[src/logic/tk_pkg.sv]
// package of register map, field positions and reset values for the touch key module
package tk_pkg;
    // ----------------------------------------------------------------
    // register byte addresses (one aligned word each)
    // ----------------------------------------------------------------
    localparam logic [7:0] CF_COUNT_LOW_OFF   = 8'h00;
    localparam logic [7:0] CF_COUNT_HIGH_OFF  = 8'h04;
    localparam logic [7:0] REF_CAP_LOW_OFF    = 8'h08;
    localparam logic [7:0] REF_CAP_HIGH_OFF   = 8'h0c;
    localparam logic [7:0] OSC_TUNE_OFF       = 8'h10;
    localparam logic [7:0] OSC_KEY_EN_OFF     = 8'h14;
    localparam logic [7:0] SLOT_SEQ_OFF       = 8'h18;
    localparam logic [7:0] GLOBAL_CTRL_OFF    = 8'h1c;
    // ----------------------------------------------------------------
    // field positions
    // ----------------------------------------------------------------
    localparam int FREQ_DOUBLE_BIT  = 5;
    localparam int TEST_BIT         = 4;
    localparam int HOP_CTRL_BIT     = 3;
    localparam int SLOT_CLK_BIT     = 7;
    localparam int REF_OSC_BIT      = 5;
    localparam int KEY_OSC_BIT      = 4;
    localparam int DETECT_START_BIT = 0;
    localparam int SCAN_MODE_BIT    = 1;
    localparam int SHARED_CNT_BIT   = 2;
    localparam int BUSY_BIT         = 3;
    // ----------------------------------------------------------------
    // write masks (unimplemented bits ignore writes) and reset values
    // ----------------------------------------------------------------
    localparam logic [7:0] REF_CAP_HIGH_MASK = 8'h03;
    localparam logic [7:0] OSC_TUNE_MASK     = 8'h3f;
    localparam logic [7:0] OSC_KEY_EN_MASK   = 8'hbf;
    localparam logic [7:0] GLOBAL_CTRL_MASK  = 8'h07;
    localparam logic [7:0] SLOT_SEQ_RESET    = 8'he4;
    localparam logic [7:0] ZERO_RESET        = 8'h00;
    localparam logic [15:0] COUNT_RESET      = 16'h0000;
    localparam logic [1:0]  LAST_SLOT        = 2'h3;
    localparam logic [1:0]  RESP_OKAY        = 2'h0;
    localparam logic [1:0]  RESP_SLVERR      = 2'h2;
    // capacitance step: code times 50 pF over 1024
    localparam int REF_CAP_FULL_PF = 50;
    localparam int REF_CAP_DIVISOR = 1024;
endpackage

[src/logic/tk_count_core.sv]
// 16-bit c/f count result with stop, slot clear and start clear behaviour
`timescale 1ns/1ps
module tk_count_core (
    input  wire logic        core_clk,
    input  wire logic        rst_n,
    input  wire logic        start_level,
    input  wire logic        busy,
    input  wire logic        manual_mode,
    input  wire logic        key_osc_tick,
    input  wire logic        slot_end,
    input  wire logic [1:0]  slot_index,
    output logic      [15:0] count_value
);
    logic [15:0] count_reg;
    logic [15:0] count_next;

    // counting only while busy; a stopped count holds until start goes low or an auto-mode slot end before slot 3 clears it
    always_comb begin
        count_next = count_reg;
        if (!start_level) begin
            count_next = tk_pkg::COUNT_RESET;
        end else if (!manual_mode && slot_end) begin
            if (slot_index != tk_pkg::LAST_SLOT) begin
                count_next = tk_pkg::COUNT_RESET;
            end
        end else if (busy && key_osc_tick) begin
            count_next = count_reg + 16'h0001;
        end
    end

    always_ff @(posedge core_clk or negedge rst_n) begin
        if (!rst_n) begin
            count_reg <= tk_pkg::COUNT_RESET;
        end else begin
            count_reg <= count_next;
        end
    end

    assign count_value = count_reg;
endmodule // tk_count_core

[src/logic/tk_module_ctrl.sv]
// touch key module register set with axi4-lite slave and scan control
//
// Decided for this implementation: the placing of the registers and the AXI4-Lite slave port.
`timescale 1ns/1ps
// Functional notes
// - manual mode: count stops holding at overflow
// - auto mode: count cleared after slots 0-2
// - start low clears both count bytes
// - auto mode: load next slot capacitor code
// - capacitor equals code times 50pF over 1024
// - doubling enable doubles key oscillator frequency
// - hop select one gives hardware hopping
// - hop code 000 min, 100 nominal, 111 max
// - slot clock: reference oscillator or system/4
// - auto: reference enable set on start if it clocks slots, cleared
// - reference use from source, shared, key enables
// - manual: software enables reference; busy fall clears
// - auto: key enable set on start, cleared
// - manual: software enables key oscillator; busy clears
// - four key enables in control bits 3:0
// - four slot fields choose scanned key
// - manual mode uses slot 0 field
// - unimplemented bits read zero, ignore writes
// - scan mode zero auto, one manual
// - busy set on start, cleared on overflow
// - shared select uses module 0 counter
module tk_module_ctrl (
    input  wire logic        core_clk,
    input  wire logic        rst_n,
    // axi4-lite slave
    input  wire logic [7:0]  s_axi_awaddr,
    input  wire logic        s_axi_awvalid,
    output logic             s_axi_awready,
    input  wire logic [31:0] s_axi_wdata,
    input  wire logic [3:0]  s_axi_wstrb,
    input  wire logic        s_axi_wvalid,
    output logic             s_axi_wready,
    output logic [1:0]       s_axi_bresp,
    output logic             s_axi_bvalid,
    input  wire logic        s_axi_bready,
    input  wire logic [7:0]  s_axi_araddr,
    input  wire logic        s_axi_arvalid,
    output logic             s_axi_arready,
    output logic [31:0]      s_axi_rdata,
    output logic [1:0]       s_axi_rresp,
    output logic             s_axi_rvalid,
    input  wire logic        s_axi_rready,
    // analogue and scan sequencer side
    input  wire logic        key_osc_tick,
    input  wire logic        own_slot_overflow,
    input  wire logic        module0_slot_overflow,
    input  wire logic        slot_end,
    input  wire logic [1:0]  slot_index,
    input  wire logic [9:0]  next_ref_cap_code,
    output logic [9:0]       ref_cap_code,
    output logic             freq_double_on,
    output logic             hop_hw_control,
    output logic [2:0]       hop_freq_code,
    output logic             slot_clk_sys_div4,
    output logic             ref_osc_on,
    output logic             key_osc_on,
    output logic [3:0]       key_enables,
    output logic [1:0]       scan_key_select,
    output logic             ref_osc_used
);
    // ----------------------------------------------------------------
    // state
    // ----------------------------------------------------------------
    typedef enum logic [1:0] {
        BUS_IDLE = 2'b00,
        BUS_WRESP = 2'b01,
        BUS_RDATA = 2'b10
    } bus_state_t;

    typedef struct packed {
        bus_state_t  bus;
        logic        aw_seen;
        logic        w_seen;
        logic [7:0]  waddr;
        logic [31:0] wdata;
        logic [3:0]  wstrb;
        logic [31:0] rdata;
        logic [1:0]  resp;
        logic [9:0]  ref_cap;
        logic [7:0]  osc_tune;
        logic [7:0]  osc_key_en;
        logic [7:0]  slot_seq;
        logic        start;
        logic        manual;
        logic        shared_cnt;
        logic        busy;
    } state_t;

    state_t st_reg;
    state_t st_next;
    logic [15:0] count_value;
    logic        overflow;
    logic        start_rise;
    logic        busy_fall;
    logic        start_wr;

    // map an address to its read value; unmapped words get an error
    function automatic logic [32:0] read_word(input logic [7:0] addr, input state_t s,
                                              input logic [15:0] cnt);
        logic [32:0] r;
        r = 33'h0_0000_0000;
        unique case (addr)
            tk_pkg::CF_COUNT_LOW_OFF:  r[7:0] = cnt[7:0];
            tk_pkg::CF_COUNT_HIGH_OFF: r[7:0] = cnt[15:8];
            tk_pkg::REF_CAP_LOW_OFF:   r[7:0] = s.ref_cap[7:0];
            tk_pkg::REF_CAP_HIGH_OFF:  r[1:0] = s.ref_cap[9:8];
            tk_pkg::OSC_TUNE_OFF:      r[7:0] = s.osc_tune & tk_pkg::OSC_TUNE_MASK;
            tk_pkg::OSC_KEY_EN_OFF:    r[7:0] = s.osc_key_en & tk_pkg::OSC_KEY_EN_MASK;
            tk_pkg::SLOT_SEQ_OFF:      r[7:0] = s.slot_seq;
            tk_pkg::GLOBAL_CTRL_OFF: begin
                r[tk_pkg::DETECT_START_BIT] = s.start;
                r[tk_pkg::SCAN_MODE_BIT]    = s.manual;
                r[tk_pkg::SHARED_CNT_BIT]   = s.shared_cnt;
                r[tk_pkg::BUSY_BIT]         = s.busy;
            end
            default:                   r[32] = 1'b1;
        endcase
        return r;
    endfunction

    // ----------------------------------------------------------------
    // scan events
    // ----------------------------------------------------------------
    // shared select takes module 0's overflow instead of our own
    assign overflow = st_reg.shared_cnt ? module0_slot_overflow : own_slot_overflow;
    assign busy_fall = st_reg.busy && !st_next.busy;
    assign start_rise = !st_reg.start && st_next.start;
    assign start_wr = st_reg.bus == BUS_IDLE && st_reg.aw_seen && st_reg.w_seen
                      && st_reg.waddr == tk_pkg::GLOBAL_CTRL_OFF && st_reg.wstrb[0];

    // ----------------------------------------------------------------
    // next state
    // ----------------------------------------------------------------
    always_comb begin
        logic [32:0] rd;
        logic        wok;
        st_next = st_reg;
        rd = read_word(s_axi_araddr, st_reg, count_value);
        wok = 1'b0;
        // address and data may arrive in either order
        if (s_axi_awvalid && !st_reg.aw_seen && st_reg.bus == BUS_IDLE) begin
            st_next.aw_seen = 1'b1;
            st_next.waddr   = s_axi_awaddr;
        end
        if (s_axi_wvalid && !st_reg.w_seen && st_reg.bus == BUS_IDLE) begin
            st_next.w_seen = 1'b1;
            st_next.wdata  = s_axi_wdata;
            st_next.wstrb  = s_axi_wstrb;
        end
        // auto mode hardware load of next slot code
        if (!st_reg.manual && slot_end) begin
            st_next.ref_cap = next_ref_cap_code;
        end
        unique case (st_reg.bus)
            BUS_IDLE: begin
                if (st_reg.aw_seen && st_reg.w_seen) begin
                    wok = 1'b1;
                    st_next.resp = tk_pkg::RESP_OKAY;
                    if (st_reg.wstrb[0]) begin
                        unique case (st_reg.waddr)
                            tk_pkg::REF_CAP_LOW_OFF:
                                st_next.ref_cap[7:0] = st_reg.wdata[7:0];
                            tk_pkg::REF_CAP_HIGH_OFF:
                                st_next.ref_cap[9:8] = st_reg.wdata[1:0];
                            tk_pkg::OSC_TUNE_OFF:
                                st_next.osc_tune = st_reg.wdata[7:0] & tk_pkg::OSC_TUNE_MASK;
                            tk_pkg::OSC_KEY_EN_OFF:
                                st_next.osc_key_en = st_reg.wdata[7:0]
                                                     & tk_pkg::OSC_KEY_EN_MASK;
                            tk_pkg::SLOT_SEQ_OFF:
                                st_next.slot_seq = st_reg.wdata[7:0];
                            tk_pkg::GLOBAL_CTRL_OFF: begin
                                st_next.start      = st_reg.wdata[tk_pkg::DETECT_START_BIT];
                                st_next.manual     = st_reg.wdata[tk_pkg::SCAN_MODE_BIT];
                                st_next.shared_cnt = st_reg.wdata[tk_pkg::SHARED_CNT_BIT];
                            end
                            tk_pkg::CF_COUNT_LOW_OFF, tk_pkg::CF_COUNT_HIGH_OFF: begin
                            end
                            default: st_next.resp = tk_pkg::RESP_SLVERR;
                        endcase
                    end
                    st_next.aw_seen = 1'b0;
                    st_next.w_seen  = 1'b0;
                    st_next.bus     = BUS_WRESP;
                end else if (s_axi_arvalid && !st_reg.aw_seen && !st_reg.w_seen) begin
                    st_next.rdata = rd[31:0];
                    st_next.resp  = rd[32] ? tk_pkg::RESP_SLVERR : tk_pkg::RESP_OKAY;
                    st_next.bus   = BUS_RDATA;
                end
            end
            BUS_WRESP: if (s_axi_bready) st_next.bus = BUS_IDLE;
            BUS_RDATA: if (s_axi_rready) st_next.bus = BUS_IDLE;
            default:   st_next.bus = BUS_IDLE;
        endcase
        // busy: start rise sets, overflow clears; set wins on a tie
        if (!st_reg.start && st_next.start) begin
            st_next.busy = 1'b1;
        end else if (overflow) begin
            st_next.busy = 1'b0;
        end
        if (!st_next.start) begin
            st_next.busy = 1'b0;
        end
        // auto mode sets both enables at start; the reference only if it clocks the slot
        if (!st_reg.start && st_next.start && !st_next.manual) begin
            st_next.osc_key_en[tk_pkg::KEY_OSC_BIT] = 1'b1;
            if (!st_next.osc_key_en[tk_pkg::SLOT_CLK_BIT]) begin
                st_next.osc_key_en[tk_pkg::REF_OSC_BIT] = 1'b1;
            end
        end
        // busy falling turns both oscillators off in either mode
        if (st_reg.busy && !st_next.busy) begin
            st_next.osc_key_en[tk_pkg::KEY_OSC_BIT] = 1'b0;
            st_next.osc_key_en[tk_pkg::REF_OSC_BIT] = 1'b0;
        end
        if (wok) begin
            st_next.wstrb = 4'h0;
        end
    end

    always_ff @(posedge core_clk or negedge rst_n) begin
        if (!rst_n) begin
            st_reg            <= '0;
            st_reg.bus        <= BUS_IDLE;
            st_reg.slot_seq   <= tk_pkg::SLOT_SEQ_RESET;
            st_reg.osc_tune   <= tk_pkg::ZERO_RESET;
            st_reg.osc_key_en <= tk_pkg::ZERO_RESET;
        end else begin
            st_reg <= st_next;
        end
    end

    // ----------------------------------------------------------------
    // count result
    // ----------------------------------------------------------------
    tk_count_core u_count (
        .core_clk     (core_clk),
        .rst_n        (rst_n),
        .start_level  (st_reg.start),
        .busy         (st_reg.busy),
        .manual_mode  (st_reg.manual),
        .key_osc_tick (key_osc_tick),
        .slot_end     (slot_end),
        .slot_index   (slot_index),
        .count_value  (count_value)
    );

    // ----------------------------------------------------------------
    // outputs
    // ----------------------------------------------------------------
    assign s_axi_awready = st_reg.bus == BUS_IDLE && !st_reg.aw_seen;
    assign s_axi_wready  = st_reg.bus == BUS_IDLE && !st_reg.w_seen;
    assign s_axi_arready = st_reg.bus == BUS_IDLE && !st_reg.aw_seen && !st_reg.w_seen;
    assign s_axi_bvalid  = st_reg.bus == BUS_WRESP;
    assign s_axi_rvalid  = st_reg.bus == BUS_RDATA;
    assign s_axi_bresp   = st_reg.resp;
    assign s_axi_rresp   = st_reg.resp;
    assign s_axi_rdata   = st_reg.rdata;
    // analogue trims: code drives capacitor array in steps of 50 pF / 1024
    assign ref_cap_code      = st_reg.ref_cap;
    assign freq_double_on    = st_reg.osc_tune[tk_pkg::FREQ_DOUBLE_BIT];
    assign hop_hw_control    = st_reg.osc_tune[tk_pkg::HOP_CTRL_BIT];
    // field forced to nominal code under hardware hopping so it is ignored
    assign hop_freq_code     = st_reg.osc_tune[tk_pkg::HOP_CTRL_BIT] ? 3'h4
                               : st_reg.osc_tune[2:0];
    assign slot_clk_sys_div4 = st_reg.osc_key_en[tk_pkg::SLOT_CLK_BIT];
    assign ref_osc_on        = st_reg.osc_key_en[tk_pkg::REF_OSC_BIT];
    assign key_osc_on        = st_reg.osc_key_en[tk_pkg::KEY_OSC_BIT];
    assign key_enables       = st_reg.osc_key_en[3:0];
    // manual mode muxes slot 0 field; auto mode walks the slot fields
    assign scan_key_select   = st_reg.manual ? st_reg.slot_seq[1:0]
                               : st_reg.slot_seq[2*slot_index +: 2];
    // reference needed when it clocks slots and the shared counter is off, or when any key is scanned
    assign ref_osc_used      = (!st_reg.osc_key_en[tk_pkg::SLOT_CLK_BIT]
                                && !st_reg.shared_cnt) || (|st_reg.osc_key_en[3:0]);
endmodule // tk_module_ctrl

[config.mk]
export PLATFORM = sky130hd
export DESIGN_NAME = tk_module_ctrl
export DESIGN_NICKNAME = d
export VERILOG_FILES = /design/src/logic/tk_pkg.sv /design/src/logic/tk_count_core.sv /design/src/logic/tk_module_ctrl.sv
export SDC_FILE = /design/constraint.sdc
export NUM_CORES = 1
export LEC_CHECK = 0
export ABC_AREA = 0
export ABC_CLOCK_PERIOD_IN_PS = 2440
export BUFFER_PORTS_ARGS = -buffer_cell sky130_fd_sc_hd__buf_2
export CORE_ASPECT_RATIO = 1.1
export CORE_MARGIN = 2
export CORE_UTILIZATION = 50
export DETAILED_ROUTE_END_ITERATION = 7
export PLACE_DENSITY = 0.89
export SETUP_SLACK_MARGIN = 0.4
export SLEW_MARGIN = 20
export SYNTH_ARGS = -nofsm -noshare
export SYNTH_HDL_FRONTEND = slang
export SYNTH_SLANG_ARGS = --single-unit
[constraint.sdc]
create_clock -name core_clk -period 2.44 [get_ports core_clk]
set_clock_uncertainty 0.05 [all_clocks]
set_input_delay 0.366 -clock core_clk [delete_from_list [all_inputs] [get_ports core_clk]]
set_output_delay 0.366 -clock core_clk [all_outputs]
set_load 0.01 [all_outputs]
; ---- After elaboration in Yosys (flattened, before gate mapping)
; Cells that the tools add are included.
[classes]
n_addsub = 1
n_eq_ne = 22
n_shift = 1
mux = 43
n_bitwise = 1
n_reduce_logical = 46
[op_table]
columns = cell, n
row1 = $mux 37, 2
row2 = $eq 8x5->1 const B, 8
row3 = $mux 16, 4
row4 = $mux 39, 1
row5 = $eq 8x4->1 const B, 4
row6 = $mux 2, 13
row7 = $mux 8, 3
row8 = $pmux 4 s6, 1
row9 = $mux 10, 2
row10 = $reduce_and 4->1, 5
row11 = $add 16x1->16 const B, 1
row12 = $eq 8x3->1 const B, 2
row13 = $logic_and 1x1->1, 16
row14 = $logic_not 8->1, 2
row15 = $pmux 2 s8, 1
row16 = $reduce_or 8->1, 2
row17 = $pmux 2 s7, 1
row18 = $reduce_bool 3->1, 4
row19 = $mux 1, 11
row20 = $logic_not 1->1, 8
row21 = $shiftx 8x4->2, 1
row22 = $mux 3, 2
row23 = $mux 6, 1
row24 = $ne 3x1->1 const B, 2
row25 = other kinds (13), 17
[totals]
register_bits = 82
out_inout_bits = 66
elab_cells = 133

; ---- Depth between registers and ports, before layout
; Gate-level depths: netlist (run 1).
[depth]
ltp_word = 14
depth_mapped = 7

; ---- Modules after synthesis
; From an unflattened synthesis (run 1), not the netlist that was laid out.
[unflattened]
cells_unflattened = 419
hier_area_um2 = 4660.7
[by_module_without_submodules]
columns = mod, instances, cells_each, area_each_um2, seq_area_each_um2
row1 = tk_module_ctrl, 1, 314, 3717.3, 1631.6
row2 = tk_count_core, 1, 105, 943.4, 400.4

; ---- Worst setup path after synthesis (run 1)
; Ideal clock, no wire load.
[synth_path]
path_type = reg2reg
startpoint = register st_reg[108] (netlist bit)
endpoint = register st_reg, in the netlist ref_osc_on
t_arrival_ps = 1969
setup_slack_ps = 293
stages_incl_launch_ff = 6
n_path_buf = 0
synth_period_minus_slack_ps = 2147
path_cell_list = dfrtp_1 -> or4_4 -> or4_4 -> mux2_4 -> a21boi_2 -> nor3_1
[synth_lines]
columns = item, line
row1 = start: declaration, tk_module_ctrl.sv:94  ; state_t st_reg;
row2 = start signal: assignment, tk_module_ctrl.sv:234  ; st_reg <= st_next;

==> results.txt, run 1 <==
Fin. Hold Viols: 0
worst skew pair latency: 0.37 ns
Final TNS setup: 0 ns
largest net degree at the start of global routing: 46
Critical Path RT: 2.64 ns
delay of the slowest cell on the worst path: 0.57 ns
Max Cap Viol: 0
antenna-violating nets left: 0
total CTS buffers: 9
via density per instance: 5.79
Clock Path Buffers: 2
CTS tree: yes
RSZ-0062 raised after global routing: true
CTS H-tree lvls: 3
worst r2r path cells: 5
dpl hpwl: 8.08 mm
dominant synthesized flop cell: dfrtp_1
clk sinks: 81
Leak: 2.55 nW
critical path's slowest cell: or4_4
non-filler instance count after layout: 634
n_diodes: 0
Mapped Area: 4570 um2
# DRC: 0
Hold Crit Start: s_axi_rready
critical path depth: 5
critical setup path kind: reg2reg
post-synth top area cell: dfrtp_1
Syn Inst Count: 441
Cell Chain, Critical Path: or4_4, or4_4, mux2_4, a21boi_4, a21oi_1
Worst Setup SP: st_reg[115]
most frequent CP cell: or4_4
Fmax: 446 MHz
layout net count: 591
number of fill cells in the layout: 664
share of cells above drive strength 1: 37.7%
# rows: 36
Avg WL per Cell: 18.8 um
height of the die: 104 um
Worst Path Buf+Inv: 0
flops & latches, synth: 81
Crit Path Max Fanout: 3
Worst Setup End Kind: flip-flop
Core Region: 8870 um2
die area: 9920 um2
Root Driver: clkbuf_8
GR Util All Layers: 24.5%
Area growth, synth to finish: 17.6%
Pre-antenna DRT Iters: 5
hold path depth: 2
top-area cell type share of the netlist area: 42.2%
max reg flops: 37
total gr overflow: 0
commonest non-fill, non-tap cell in the layout: buf_2
reg2reg start: st_reg[115]
minimum clock period: 2.24 ns
IO buf count: 87
Pwr per Cell Area: 814 nW/um2
Post-Place Cells: 608
Tightest Pin Transition: 0.581 ns
Starting Density: 51.5%
asr flop ratio synth: 100%
sequential area share after synthesis: 44.5%
Die W: 95.2 um
Post-Route WL: 11.9 mm
initial antenna violation count: 0
Final setup viols: 0
Synth area leaders: dfrtp_1 42%, buf_4 8.2%, mux2_2 8.1%
crit path DAT: 2.44 ns
Relative slew margins: 61.2%
outcome: completed
Post-synth EDFFs: 0
hold crit path type: in2reg
Max Slew Vio Count: 0
CTS clock-pin slew for the worst setup and hold paths: 0.08 ns
Peak VDD IR: 750 uV
period utilisation layout: 91.9%
commonest non-fill, non-tap cells in the layout: 86 x buf_2, 75 x dfrtp_1, 35 x nor2_1
synth unique cells: 59
crit-path leading delay family: simple AND/OR/NAND/NOR gates
Critical Path Source Type: flip-flop
first-pass GRT wire length: 18.7 mm
drt initial violations: 303
Avg Inst Size Synth: 10.4 um2
synth warn: 0
vias: 3670
Placer Congestion: 0.842
vias in the first global route: 3595
ports placed on the boundary: 141
## cells in the mapped netlist (6+ instances only)
cell type  count
dfrtp_1       77
buf_4         50
nor2_1        40
mux2_2        33
o21ai_0       30
nand2_1       26
mux2i_1       24
a21oi_1       21
clkbuf_1      11
mux2_4         9
nor2b_1        8
nand3_1        7
xor2_1         7
nor3_1         6
## power breakdown
group | leakage (nW) | switching, W | total (W) | internal (W)
clock network | 0.140 | 0.000519 | 0.00141 | 0.000888
registers | 1.04 | 0.000368 | 0.00195 | 0.00158
logic | 1.38 | 0.000500 | 0.00102 | 0.000515
## final cells by class
| class | instances | area, um2 | area share, % |
|---|---|---|---|
| tap | 114 | 143 | 2.66 |
| multi-input combinational | 312 | 2270 | 42.3 |
| sequential | 81 | 2030 | 37.9 |
| clock buffer | 9 | 124 | 2.31 |
| timing repair buffer | 106 | 616 | 11.5 |
| clock inverter | 7 | 166 | 3.10 |
| inverter | 5 | 18.8 | 0.349 |
## through the flow
stage | utilization (%) | setup slack [ns] | hold WS [ns] | power, W | area (um2)
detailed placement | 54.9 | 0.115 | 0.311 | 0.00282 | 4870
finish | 60.5 | 0.198 | 0.139 | 0.00437 | 5370
global placement | 54.9 | 0.165 | 0.308 | 0.00276 | 4870
CTS | 59.3 | 0.236 | 0.130 | 0.00426 | 5260
global route | 60.5 | 0.143 | 0.143 | 0.00456 | 5370
floorplan | - | 0.300 | 0.0204 | 0.00255 | 4660
## worst register-to-register path: cells and delay by family (launching register included)
kind            cells  cell delay (ns)
flops               1             0.38
compound gates      2             0.29
simple gates        2             1.05
mux                 1             0.36
## kinds of logic (layout without fill, tap and decap cells)
logic type	after synthesis	in the layout	share of synthesized area [%]
buffers and inverters	73	127	10.3
xor gates and xnor gates	7	7	1.34
DFF	81	81	44.5
muxes	69	69	17.8
other	1	26	0.0821
adders and majority gates	1	1	0.274
AOI/OAI and AO/OA	82	82	11.0
and+or+nand+nor	127	127	14.6
## worst paths after layout
kind	endpoint	slack, ns
hold reg to reg	s_axi_rdata[4]	0.44
setup / recovery	key_osc_on	0.20
max in group asynchronous	st_reg[10]	1.23
min in group asynchronous	key_enables[0]	0.45
hold / removal	st_reg[119]	0.14
setup reg to reg	key_osc_on	0.20
## what timing repair did
action	in CTS	in global routing
pin swaps	5	4
setup buffers	5	4
hold endpoints to repair	35	0
setup endpoints to repair	25	38
hold buffers	1	0
gates resized for setup	13	20
## routing by layer
layer | routed length (um) | GRT usage, % | vias up
met2 | 6010 | 39.1 | 208
met3 | 897 | 5.29 | 29
li1 | - | - | 1648
met1 | 4680 | 31.7 | 1785
met4 | 337 | 11.0 | 0
met5 | 0 | 0 | -
Note: power is estimated with default switching activity, not from simulation.
==> run 2, diff against run 1 <==
Settings changed: CORE_UTILIZATION 50 to 45, PLACE_DENSITY 0.89 to 0.83.
==> run 2 against run 1 <==
  * First-iteration DRC count is 23% lower
  * Combinational power hardly changed
  * Critical endpoint is now st_reg[8]
  * Global-route usage is 3.3 points lower
  * Sequential share of layout area is 1.2 points higher
  * Core utilization is 7.9 points lower
  * Critical path type unchanged
==> results.txt, run 2 (synthesis gave the netlist of run 1 again) <==
Cell Chain, Critical Path: or4_4, nor2_4, nand4_4, or3b_4, mux2_4 (was or4_4, or4_4, mux2_4, a21boi_4, a21oi_1)
GR Util All Layers: 21.2% (was 24.5%)
Pwr per Cell Area: 757 nW/um2 (was 814 nW/um2)
Peak VDD IR: 676 uV (was 750 uV)
dpl hpwl: 8.36 mm (was 8.08 mm)
Max Slew Vio Count: 0 (unchanged)
IO buf count: 87 (unchanged)
commonest non-fill, non-tap cell in the layout: buf_2 (unchanged)
layout net count: 590 (was 591)
delay of the slowest cell on the worst path: 0.58 ns (was 0.57 ns)
Critical Path Source Type: flip-flop (unchanged)
Relative slew margins: 61.3% (was 61.2%)
critical setup path kind: reg2reg (unchanged)
Core Region: 9890 um2 (was 8870 um2)
n_diodes: 0 (unchanged)
Starting Density: 46.2% (was 51.5%)
clk sinks: 81 (unchanged)
Clock Path Buffers: 2 (unchanged)
minimum clock period: 2.20 ns (was 2.24 ns)
CTS tree: yes (unchanged)
largest net degree at the start of global routing: 44 (was 46)
via density per instance: 5.57 (was 5.79)
Pre-antenna DRT Iters: 4 (was 5)
vias in the first global route: 3426 (was 3595)
Avg WL per Cell: 17.7 um (was 18.8 um)
Final TNS setup: 0 ns (unchanged)
period utilisation layout: 90.1% (was 91.9%)
outcome: completed (unchanged)
hold crit path type: in2reg (unchanged)
Critical Path RT: 2.64 ns (about the same)
share of cells above drive strength 1: 36.2% (was 37.7%)
number of fill cells in the layout: 868 (was 664)
Fmax: 455 MHz (was 446 MHz)
Fin. Hold Viols: 0 (unchanged)
worst skew pair latency: 0.36 ns (was 0.37 ns)
Max Cap Viol: 0 (unchanged)
vias: 3558 (was 3670)
Crit Path Max Fanout: 8 (was 3)
CTS clock-pin slew for the worst setup and hold paths: 0.08 ns (about the same)
commonest non-fill, non-tap cells in the layout: 86 x buf_2, 75 x dfrtp_1, 40 x nor2_1 (was 86 x buf_2, 75 x dfrtp_1, 35 x nor2_1)
non-filler instance count after layout: 639 (was 634)
initial antenna violation count: 0 (unchanged)
Final setup viols: 0 (unchanged)
crit path DAT: 2.40 ns (was 2.44 ns)
height of the die: 110 um (was 104 um)
ports placed on the boundary: 141 (unchanged)
Die W: 100 um (was 95.2 um)
CTS H-tree lvls: 3 (unchanged)
# rows: 38 (was 36)
antenna-violating nets left: 0 (unchanged)
Placer Congestion: 0.930 (was 0.842)
Post-Place Cells: 614 (was 608)
Tot Pwr: 0.00395 W (was 0.00437 W)
die area: 11000 um2 (was 9920 um2)
Worst Setup End Kind: flip-flop (unchanged)
Area growth, synth to finish: 14.0% (was 17.6%)
RSZ-0062 raised after global routing: true (unchanged)
total CTS buffers: 9 (unchanged)
Root Driver: clkbuf_8 (unchanged)
max reg flops: 37 (unchanged)
Post-Route WL: 11.3 mm (was 11.9 mm)
total gr overflow: 0 (unchanged)
drt initial violations: 233 (was 303)
first-pass GRT wire length: 17.8 mm (was 18.7 mm)
Tightest Pin Transition: 0.579 ns (was 0.581 ns)
Leak: 2.49 nW (was 2.55 nW)
critical path's slowest cell: or4_4 (unchanged)
pre-CTS WS: 0.0654 ns (was 0.115 ns)
setup ws final: 0.242 ns (was 0.198 ns)
# DRC: 0 (unchanged)
==> run 2: final cells by class <==
class / count / area, um2 / share of cell area (%)
clock buffers: 10 / 138 / 2.64
clock inverters: 6 / 72.6 / 1.39
inverters: 5 / 18.8 / 0.360
multi-input cells: 312 / 2210 / 42.4
flip-flops and latches: 81 / 2030 / 39.1
well taps: 120 / 150 / 2.88
repair buffers: 105 / 588 / 11.3
==> run 2: repair_timing <==
action,4_1_cts,5_1_grt
pin swaps,5,3
resized for setup,7,5
endpoints found under the setup margin,26,25
endpoints found under the hold margin,38,0
hold buffers,1,0
buffers inserted,4,4
==> run 2: per-stage QoR <==
stage          hold slack (ns)  area (um2)  utilization [%]
3_3_place_gp             0.338        4880             49.3
6_report                 0.152        5210             52.7
5_1_grt                  0.149        5210             52.7
4_1_cts                  0.148        5150             52.1
2_1_floorplan           0.0204        4660                -
3_5_place_dp             0.341        4880             49.3
==> run 2: where the power goes <==
part	internal (W)	switching, W
Clock	0.000511	0.000528
Sequential	0.00158	0.000337
Combinational	0.000517	0.000472
==> run 2: routing by layer <==
metal | wire length [um] | GRT usage [%] | vias up
met2 | 5700 | 36.2 | 137
met5 | 0 | 0 | -
met4 | 208 | 6.95 | 0
met3 | 585 | 3.88 | 18
met1 | 4800 | 27.4 | 1761
li1 | - | - | 1642
==> run 2: final timing paths <==
path,from,to,slack [ns],cells after the start
max in group asynchronous,rst_n,u_count.count_value[10],1.26,3
setup reg to reg,st_reg[114],st_reg[8],0.24,5
hold / removal,s_axi_rready,st_reg[119],0.15,2
hold reg to reg,s_axi_rdata[4],s_axi_rdata[4],0.44,2
setup / recovery,st_reg[114],st_reg[8],0.24,5
min in group asynchronous,rst_n,st_reg[80],0.47,2
==> run 2: worst max-delay path: cells and delay by family, from the launching register on <==
kind / cells / cell delay, ns
DFF: 1 / 0.38
muxes: 1 / 0.32
and+or+nand+nor: 4 / 1.33
